### src/verilog/gfs_params.svh
// register offsets, field positions and reset values of the pin function select block
// assumes inclusion by bare name from design files
`ifndef GFS_PARAMS_SVH
`define GFS_PARAMS_SVH

`define GFS_OFF_PIN0_CFG 8'h0B
`define GFS_OFF_PIN1_CFG 8'h0C
`define GFS_OFF_DIO 8'h0E
`define GFS_OFF_IRQ_STAT 8'h10
`define GFS_OFF_IRQ_MASK 8'h11

`define GFS_DRV_HI 7
`define GFS_DRV_LO 6
`define GFS_PUP_BIT 5
`define GFS_FN_HI 4
`define GFS_FN_LO 0

`define GFS_CFG_RESET 8'h00
`define GFS_DIO_RESET 2'h0

`endif

### src/verilog/gfs_pkg.sv
// types of the pin function select block
// assumes gfs_params.svh defines the numeric constants
`default_nettype none

package gfs_pkg;

    typedef enum logic [4:0] {
        FN_POR = 5'h00,
        FN_WAKEUP = 5'h01,
        FN_LOWBAT = 5'h02,
        FN_DIN = 5'h03,
        FN_IRQ_FALL = 5'h04,
        FN_IRQ_RISE = 5'h05,
        FN_IRQ_CHG = 5'h06,
        FN_ADC_IN = 5'h07,
        FN_DOUT = 5'h0A,
        FN_VREF = 5'h0E,
        FN_TXCLK = 5'h0F,
        FN_TXDATA = 5'h10,
        FN_RETX = 5'h11,
        FN_TXSTATE = 5'h12,
        FN_ALMFULL = 5'h13,
        FN_VDD = 5'h1D
    } gfs_func_e;

    typedef logic [7:0] gfs_byte_t;

endpackage : gfs_pkg

`default_nettype wire

### src/verilog/gfs_pin_if.sv
// carries one pin's configuration and state between the top and a pin slice
// assumes a single clock domain
`timescale 1ns/1ns
`default_nettype none

interface gfs_pin_if;
    logic [4:0] func;
    logic pullup_cfg;
    logic direct_level;
    logic pin_in;
    logic pin_out;
    logic pin_oe_n;
    logic pullup_on;
    logic analog_sel;
    logic irq_event;
    logic txdata;
    logic retx_req;
    modport top (output func, output pullup_cfg, output direct_level, output pin_in,
                 input pin_out, input pin_oe_n, input pullup_on, input analog_sel,
                 input irq_event, input txdata, input retx_req);
    modport slice (input func, input pullup_cfg, input direct_level, input pin_in,
                   output pin_out, output pin_oe_n, output pullup_on, output analog_sel,
                   output irq_event, output txdata, output retx_req);
endinterface : gfs_pin_if

`default_nettype wire

### src/verilog/gfs_top.sv
// pin function select for two general-purpose pins, with register port and interrupt
// assumes pins synchronous to clk; register strobes one cycle, never both at once
//
// Operation
// [RL1] pull-up on only when enabled and pin is a digital input
// [RL2] config bits 7:6 hold read/write drive strength
// [RL3] low five bits pick the role; pin zero code 0 outputs reset indication
// [RL4] pin one code 0 outputs inverted reset indication
// [RL5] code 1 outputs wake-up timer expired flag
// [RL6] code 2 outputs low-battery indication
// [RL7] code 3 direct input, code 10 direct output from register bit
// [RL8] codes 4,5,6 interrupt input on falling, rising, any edge
// [RL9] code 7 analog converter input, code 14 reference out; no digital drive
// [RL10] code 15 outputs transmit clock, code 16 takes transmit data
// [RL11] code 17 input requests packet retransmission
// [RL12] code 18 outputs high while transmitting
// [RL13] code 19 outputs transmit FIFO almost-full
// [RL14] host must not program reserved codes 8,9,11-13,20-28
// [RL15] code 29 drives high, above drives low
// [RL16] per-pin interrupt status readable by host
// [RL17] per-pin bit sets direct output level or reads direct input level
//
// Local design decision: strobed register access.
`timescale 1ns/1ns
`default_nettype none

`include "gfs_params.svh"

module gfs_top (
    // clock and reset
    input wire logic clk,
    input wire logic rst,
    // register port
    input wire logic [7:0] reg_addr,
    input wire logic [7:0] reg_wdata,
    input wire logic reg_wr,
    input wire logic reg_rd,
    output logic [7:0] reg_rdata,
    // internal sources
    input wire logic por_flag,
    input wire logic wakeup_expired,
    input wire logic low_battery,
    input wire logic tx_data_clk,
    input wire logic tx_state,
    input wire logic fifo_almost_full,
    // pins
    input wire logic [1:0] pin_in,
    output logic [1:0] pin_out,
    output logic [1:0] pin_oe_n,
    output logic [1:0] pin_pullup_on,
    output logic [1:0] pin_analog_sel,
    output logic [3:0] pin_drive_strength,
    // modulator side
    output logic tx_direct_data,
    output logic retx_request,
    // interrupt
    output logic irq
);

    gfs_pkg::gfs_byte_t pin0_config_reg;
    gfs_pkg::gfs_byte_t pin1_config_reg;
    logic [1:0] direct_reg;
    logic [1:0] irq_stat_reg;
    logic [1:0] irq_mask_reg;
    logic [1:0] pin_level_reg;
    logic [1:0] ev;
    logic [1:0] is_din;
    logic [1:0] txd;
    logic [1:0] rtx;

    gfs_pin_if pif [2] ();

    // ********************************************
    // pin slices
    // ********************************************
    genvar i;
    generate
        for (i = 0; i < 2; i++) begin : g_pin
            gfs_pin_slice #(
                .INVERT_POR(i == 1)
            ) u_slice (
                .clk(clk),
                .rst(rst),
                .por_flag(por_flag),
                .wakeup_expired(wakeup_expired),
                .low_battery(low_battery),
                .tx_data_clk(tx_data_clk),
                .tx_state(tx_state),
                .fifo_almost_full(fifo_almost_full),
                .p(pif[i])
            );
            assign pif[i].func = (i == 0) ? pin0_config_reg[`GFS_FN_HI:`GFS_FN_LO]
                                          : pin1_config_reg[`GFS_FN_HI:`GFS_FN_LO];
            assign pif[i].pullup_cfg = (i == 0) ? pin0_config_reg[`GFS_PUP_BIT]
                                                : pin1_config_reg[`GFS_PUP_BIT];
            assign pif[i].direct_level = direct_reg[i];
            assign pif[i].pin_in = pin_in[i];
            assign pin_out[i] = pif[i].pin_out;
            assign pin_oe_n[i] = pif[i].pin_oe_n;
            assign pin_pullup_on[i] = pif[i].pullup_on;
            assign pin_analog_sel[i] = pif[i].analog_sel;
            assign ev[i] = pif[i].irq_event;
            assign txd[i] = pif[i].txdata;
            assign rtx[i] = pif[i].retx_req;
            assign is_din[i] = (pif[i].func == gfs_pkg::FN_DIN);
        end
    endgenerate

    assign pin_drive_strength = {pin1_config_reg[`GFS_DRV_HI:`GFS_DRV_LO],
                                 pin0_config_reg[`GFS_DRV_HI:`GFS_DRV_LO]}; // [RL2]
    assign tx_direct_data = |txd; // [RL10]
    assign retx_request = |rtx; // [RL11]

    // ********************************************
    // configuration registers
    // ********************************************
    // reserved codes are stored as written; the host keeps clear of them [RL14]
    always_ff @(posedge clk or posedge rst) begin
        if (rst) begin
            pin0_config_reg <= `GFS_CFG_RESET;
            pin1_config_reg <= `GFS_CFG_RESET;
        end else if (reg_wr) begin
            if (reg_addr == `GFS_OFF_PIN0_CFG) begin
                pin0_config_reg <= reg_wdata; // [RL2]
            end
            if (reg_addr == `GFS_OFF_PIN1_CFG) begin
                pin1_config_reg <= reg_wdata; // [RL2]
            end
        end
    end

    // ********************************************
    // direct level and pin sampling
    // ********************************************
    always_ff @(posedge clk or posedge rst) begin
        if (rst) begin
            direct_reg <= `GFS_DIO_RESET;
        end else if (reg_wr && reg_addr == `GFS_OFF_DIO) begin
            direct_reg <= reg_wdata[1:0]; // [RL17]
        end
    end

    always_ff @(posedge clk or posedge rst) begin
        if (rst) begin
            pin_level_reg <= 2'h0;
        end else begin
            pin_level_reg <= pin_in;
        end
    end

    // ********************************************
    // interrupt status and mask
    // ********************************************
    // an edge in the same cycle as a write-one-clear keeps its bit set
    always_ff @(posedge clk or posedge rst) begin
        if (rst) begin
            irq_stat_reg <= 2'h0;
        end else begin
            irq_stat_reg <= (irq_stat_reg & ~((reg_wr && reg_addr == `GFS_OFF_IRQ_STAT)
                            ? reg_wdata[1:0] : 2'h0)) | ev; // [RL8] [RL16]
        end
    end

    always_ff @(posedge clk or posedge rst) begin
        if (rst) begin
            irq_mask_reg <= 2'h0;
        end else if (reg_wr && reg_addr == `GFS_OFF_IRQ_MASK) begin
            irq_mask_reg <= reg_wdata[1:0];
        end
    end

    assign irq = |(irq_stat_reg & irq_mask_reg);

    // ********************************************
    // read port
    // ********************************************
    // read data stand only in the cycle after the strobe; unmapped reads return zero
    always_ff @(posedge clk or posedge rst) begin
        if (rst) begin
            reg_rdata <= 8'h00;
        end else if (reg_rd) begin
            case (reg_addr)
                `GFS_OFF_PIN0_CFG: reg_rdata <= pin0_config_reg;
                `GFS_OFF_PIN1_CFG: reg_rdata <= pin1_config_reg;
                `GFS_OFF_DIO: reg_rdata <= {2'h0, irq_stat_reg, 2'h0,
                    (is_din & pin_level_reg) | (~is_din & direct_reg)}; // [RL16] [RL17]
                `GFS_OFF_IRQ_STAT: reg_rdata <= {6'h00, irq_stat_reg}; // [RL16]
                `GFS_OFF_IRQ_MASK: reg_rdata <= {6'h00, irq_mask_reg};
                default: reg_rdata <= 8'h00;
            endcase
        end else begin
            reg_rdata <= 8'h00;
        end
    end

endmodule : gfs_top

`default_nettype wire

### src/verilog/gfs_pin_slice.sv
// one pin: function decode, output select, input capture and edge detection
// assumes pin input already synchronous to clk
`timescale 1ns/1ns
`default_nettype none

module gfs_pin_slice #(
    parameter bit INVERT_POR = 1'b0
) (
    // clock and reset
    input wire logic clk,
    input wire logic rst,
    // internal sources
    input wire logic por_flag,
    input wire logic wakeup_expired,
    input wire logic low_battery,
    input wire logic tx_data_clk,
    input wire logic tx_state,
    input wire logic fifo_almost_full,
    // pin
    gfs_pin_if.slice p
);

    // ********************************************
    // decode helpers
    // ********************************************
    function automatic logic is_input(input logic [4:0] f);
        case (f)
            5'h03, 5'h04, 5'h05, 5'h06, 5'h10, 5'h11: is_input = 1'b1;
            default: is_input = 1'b0;
        endcase
    endfunction : is_input

    logic in_reg;
    logic prev_reg;

    // ********************************************
    // input capture
    // ********************************************
    always_ff @(posedge clk or posedge rst) begin
        if (rst) begin
            in_reg <= 1'b0;
            prev_reg <= 1'b0;
        end else begin
            in_reg <= p.pin_in;
            prev_reg <= in_reg;
        end
    end

    // ********************************************
    // output and enable select
    // ********************************************
    always_comb begin
        p.pin_out = 1'b0;
        p.pin_oe_n = 1'b0;
        p.analog_sel = 1'b0;
        case (p.func)
            5'h00: p.pin_out = por_flag ^ INVERT_POR; // [RL3] [RL4]
            5'h01: p.pin_out = wakeup_expired; // [RL5]
            5'h02: p.pin_out = low_battery; // [RL6]
            5'h0A: p.pin_out = p.direct_level; // [RL7] [RL17]
            5'h0F: p.pin_out = tx_data_clk; // [RL10]
            5'h12: p.pin_out = tx_state; // [RL12]
            5'h13: p.pin_out = fifo_almost_full; // [RL13]
            5'h1D: p.pin_out = 1'b1; // [RL15]
            5'h07, 5'h0E: begin
                // analog use: digital driver released [RL9]
                p.pin_oe_n = 1'b1;
                p.analog_sel = 1'b1;
            end
            default: begin
                // inputs release the pin; reserved and codes above 29 drive low [RL15]
                p.pin_oe_n = is_input(p.func); // [RL7] [RL8] [RL11]
            end
        endcase
    end

    // ********************************************
    // input functions
    // ********************************************
    assign p.pullup_on = p.pullup_cfg & is_input(p.func); // [RL1]
    assign p.txdata = (p.func == 5'h10) & in_reg; // [RL10]
    assign p.retx_req = (p.func == 5'h11) & in_reg; // [RL11]

    always_comb begin
        case (p.func)
            5'h04: p.irq_event = prev_reg & ~in_reg; // [RL8]
            5'h05: p.irq_event = ~prev_reg & in_reg; // [RL8]
            5'h06: p.irq_event = prev_reg ^ in_reg; // [RL8]
            default: p.irq_event = 1'b0;
        endcase
    end

endmodule : gfs_pin_slice

`default_nettype wire

### config.mk
export PLATFORM = sky130hd
export DESIGN_NAME = gfs_top
export DESIGN_NICKNAME = d
export VERILOG_FILES = /design/src/verilog/gfs_pkg.sv /design/src/verilog/gfs_pin_if.sv /design/src/verilog/gfs_top.sv /design/src/verilog/gfs_pin_slice.sv
export VERILOG_INCLUDE_DIRS = /design/src /design/src/verilog
export SDC_FILE = /design/constraint.sdc
export NUM_CORES = 1
export LEC_CHECK = 0
export BUFFER_PORTS_ARGS = -buffer_cell sky130_fd_sc_hd__buf_2
export CAP_MARGIN = 30
export CORE_MARGIN = 2
export CORE_UTILIZATION = 53
export DETAILED_ROUTE_END_ITERATION = 10
export GPL_ROUTABILITY_DRIVEN = 0
export HOLD_SLACK_MARGIN = 0.1
export PLACE_DENSITY = 0.77
export SLEW_MARGIN = 10
export SYNTH_ARGS = -nofsm -noshare
export SYNTH_HDL_FRONTEND = slang
export SYNTH_SLANG_ARGS = --single-unit
### constraint.sdc
create_clock -name clk -period 2.2 [get_ports clk]
set_input_delay 0.44 -clock clk [delete_from_list [all_inputs] [get_ports clk]]
set_output_delay 0.44 -clock clk [all_outputs]
set_load 0.05 [all_outputs]
==> flow_summary.json <==
{
  "core_area_mm2": 0.003744,
  "grt_pass1_wl_um": 8059,
  "synth_cell_type_count": 46,
  "dr.pass1.iters": 4,
  "whs_ps": 239.8,
  "crit_family": "compound AO/OA/AOI/OAI gates",
  "hold_violations": 0,
  "overflow": 0,
  "dr_wl_met2_um": 2519,
  "wl_per_cell_um": 15.74,
  "antenna_found_initial": 0,
  "startpoint_type": "flip-flop",
  "cp.required_ps": 1760,
  "die_h_um": 66.88,
  "port_buffers": 50,
  "drive_above_1_share_pct": 42.32,
  "synth_compound_area_share_pct": 13.73,
  "grt_max_degree": 35,
  "pin_count": 51,
  "p_clk_share_pct": 36.2,
  "register_area_um2": 855.8,
  "min_path_type": "in2async",
  "power_frac_seq_pct": 45.0,
  "synth_edf_count": 0,
  "p_per_area_mw_per_mm2": 589.4,
  "vias": 1816,
  "rsz0062_at_grt": "true",
  "dpl_cell_area_mm2": 0.002407,
  "clock.fmax_mhz": 455.2,
  "period_minus_slack_ps": 2197,
  "netlist_area_mm2": 0.002096,
  "clk_pin_slew_ps": 70,
  "clock-root-buffer": "clkbuf_8",
  "cp_slowest_stage_delay_ps": 410,
  "drt_iter0_drc": 119,
  "cts_tree": "built",
  "start_util_pct": 55.98,
  "numClockSinks": 34,
  "routed_wl_um": 4959,
  "synthAdderAreaFrac_pct": 2.388,
  "cap_violations": 0,
  "vdd_drop_max_uv": 393.7,
  "synth_top_family_by_area": "simple AND/OR/NAND/NOR gates",
  "synthToLayoutAreaGrowth_pct": 24.90,
  "synth-main-ff-cell": "dfrtp_1",
  "multiInputGateArea_mm2": 0.001137,
  "end_kind": "primary output",
  "m1WireLength_um": 2143,
  "ctsHoldBuffers": 0,
  "status": "finished clean",
  "critPathMaxFanout": 3,
  "fillers": 289,
  "power.leakage_uw": 0.001292,
  "clockBufferDepth": 2,
  "first_global_vias": 1720,
  "gr-usage-all-layers_pct": 24.32,
  "htreeDepth": 2,
  "synthSimpleGateAreaFrac_pct": 19.46,
  "crit_chain": "and4b_1 -> a31o_2 -> a32o_1 -> a211o_1 -> buf_6",
  "num_rows": 22,
  "combPwrFrac_pct": 18.9,
  "drcViolationCount": 0,
  "cp_slowest_cell": "dfrtp_1",
  "wl_met3_um": 248,
  "setup_viol_count_final": 0,
  "p_sw_share_pct": 27.91,
  "slew_headroom_pct": 65.76,
  "dieArea_mm2": 0.004473,
  "via_per_inst": 5.765,
  "min_period_over_period_pct": 99.85,
  "dp_cells": 304,
  "crit_buf_inv": 1,
  "synthCells": 212,
  "ant_nets": 0,
  "syn_avg_cell_area_um2": 9.886,
  "finalClockSkew_ps": 8.110,
  "instances_no_fill": 315,
  "worstMarginPinSlew_ps": 509.8,
  "ys_seq_area_share_pct": 40.60,
  "maxSlewViolCount": 0,
  "ys_ff_latch": 34,
  "hpwl_um": 3558,
  "worst_skew_pair.late_latency_ps": 290,
  "chipWidth_um": 66.88,
  "antenna_cells": 0,
  "cts_inserted_buffers": 5,
  "p_int_uw": 1112,
  "highest_layer": "met4",
  "synth_xor_area_share_pct": 1.672,
  "design_area_mm2": 0.002618,
  "switchingPower_uw": 430.6,
  "fin_nets": 298,
  "arrival_ps": 1760,
  "syn-num-nets": 244,
  "yosys_warnings": 0,
  "muxShareOfSynthArea_pct": 14.75,
  "utilization_pct": 69.92,
  "worstSetupPathType": "reg2out",
  "async_flop_share_pct": 100.0
}
-- synthesized netlist by cell type (2+ instances only) --
master | n | area [µm²]
buf_1 | 2 | 7.510
and3_1 | 2 | 12.51
nand2_1 | 11 | 41.29
xnor2_1 | 2 | 17.52
nor2_1 | 15 | 56.30
mux2_4 | 6 | 90.09
a22o_1 | 3 | 26.28
ha_1 | 4 | 50.05
buf_4 | 8 | 60.06
xor2_1 | 2 | 17.52
nor4b_1 | 2 | 17.52
and4b_1 | 3 | 30.03
o22ai_1 | 6 | 37.54
clkbuf_1 | 9 | 33.78
nand3b_1 | 2 | 15.01
a22oi_1 | 8 | 60.06
a221oi_1 | 2 | 17.52
o21ai_0 | 10 | 50.05
inv_1 | 10 | 37.54
nand3_1 | 8 | 40.04
a21oi_1 | 7 | 35.03
dfrtp_1 | 34 | 850.8
mux2_2 | 15 | 168.9
nand4_1 | 2 | 12.51
nor3_1 | 4 | 20.02
nor3b_1 | 2 | 15.01
nor4_1 | 2 | 12.51
nand2b_1 | 3 | 18.77
nor2b_1 | 7 | 43.79
mux2i_1 | 5 | 50.05
-- stage by stage --
step / total power (µW) / setup WS (ps) / TNS (ps)
floorplan: 890.7 / 44.37 / 0
global placement: 963.0 / 175.8 / 0
detailed placement: 968.8 / 134.2 / 0
CTS: 1540 / 1.754 / 0
global route: 1614 / -55.75 / -97.08
finish: 1543 / 3.332 / 0
-- placed cells by master, fill, tap and decap left out, types with 3 or more instances in the layout --
master	synthesis	final
nor3_1	4	3
a21oi_1	7	7
nand3_1	8	8
nand2_1	11	11
dfrtp_2	0	4
inv_1	10	10
mux2_2	15	15
o22ai_1	6	5
nand2b_1	3	3
nor2_1	15	15
mux2_4	6	6
buf_2	1	43
a22o_1	3	3
mux2i_1	5	5
nor2b_1	7	5
ha_1	4	4
o21ai_0	10	8
buf_4	8	19
and4b_1	3	3
clkbuf_8	0	5
dfrtp_1	34	30
a22oi_1	8	7
buf_6	1	4
-- area by class of cell --
cell class,instances,area share [%]
multi-input cells,147,43.45
flip-flops and latches,34,32.70
repair buffers,68,15.97
clock buffers,5,2.629
well taps,48,2.294
clock inverters,3,1.530
inverters,10,1.434
-- power by group through the flow --
stage               logic (µW)  registers [µW]  clock network [µW]
CTS                        282             692                 566
floorplan                  193             698                   0
global placement           260             703                   0
detailed placement         265             704                   0
finish                     291             694                 558
global route               317             699                 599
-- kinds of logic (layout without fill, tap and decap cells) --
logic type | count (synthesis) | after routing
adders and majority gates | 4 | 4
muxes | 26 | 26
DFF | 34 | 34
AOI/OAI and AO/OA | 43 | 43
and+or+nand+nor | 70 | 70
xor gates and xnor gates | 4 | 4
buffers and inverters | 31 | 86
-- what timing repair did --
item                       4_1_cts  5_1_grt
pin swaps                        2        0
buffers inserted                 3        0
cloned                           0        0
setup endpoints to repair        6        8
resized for setup                7       19
-- worst paths after layout --
| kind | cells after the start | to | slack (ps) | start |
|---|---|---|---|---|
| worst max-delay path | 5 | pin_out[0] | 3 | pin0_config_reg[3] |
| worst min-delay path | 3 | reg_rdata[6] | 240 | rst |
| worst max register to register | 5 | reg_rdata[0] | 800 | pin0_config_reg[4] |
| worst min register to register | 0 | g_pin[1].u_slice.prev_reg | 510 | pin_level_reg[1] |
| max in group asynchronous | 3 | pin1_config_reg[4] | 1630 | rst |
| min in group clk | 1 | pin_level_reg[1] | 260 | pin_in[1] |
-- per-layer routing --
| metal | up-vias | global-route usage [%] |
|---|---|---|
| li1 | 866 | - |
| met1 | 887 | 31.03 |
| met2 | 58 | 42.00 |
| met3 | 5 | 4.899 |
| met4 | 0 | 6.122 |
| met5 | - | 0 |
-- tightest hold or removal path, delay by kind of cell --
| kind | cells | cell delay [ps] |
|---|---|---|
| buf+inv | 3 | 520 |
Note: power is estimated with default switching activity, not from simulation.
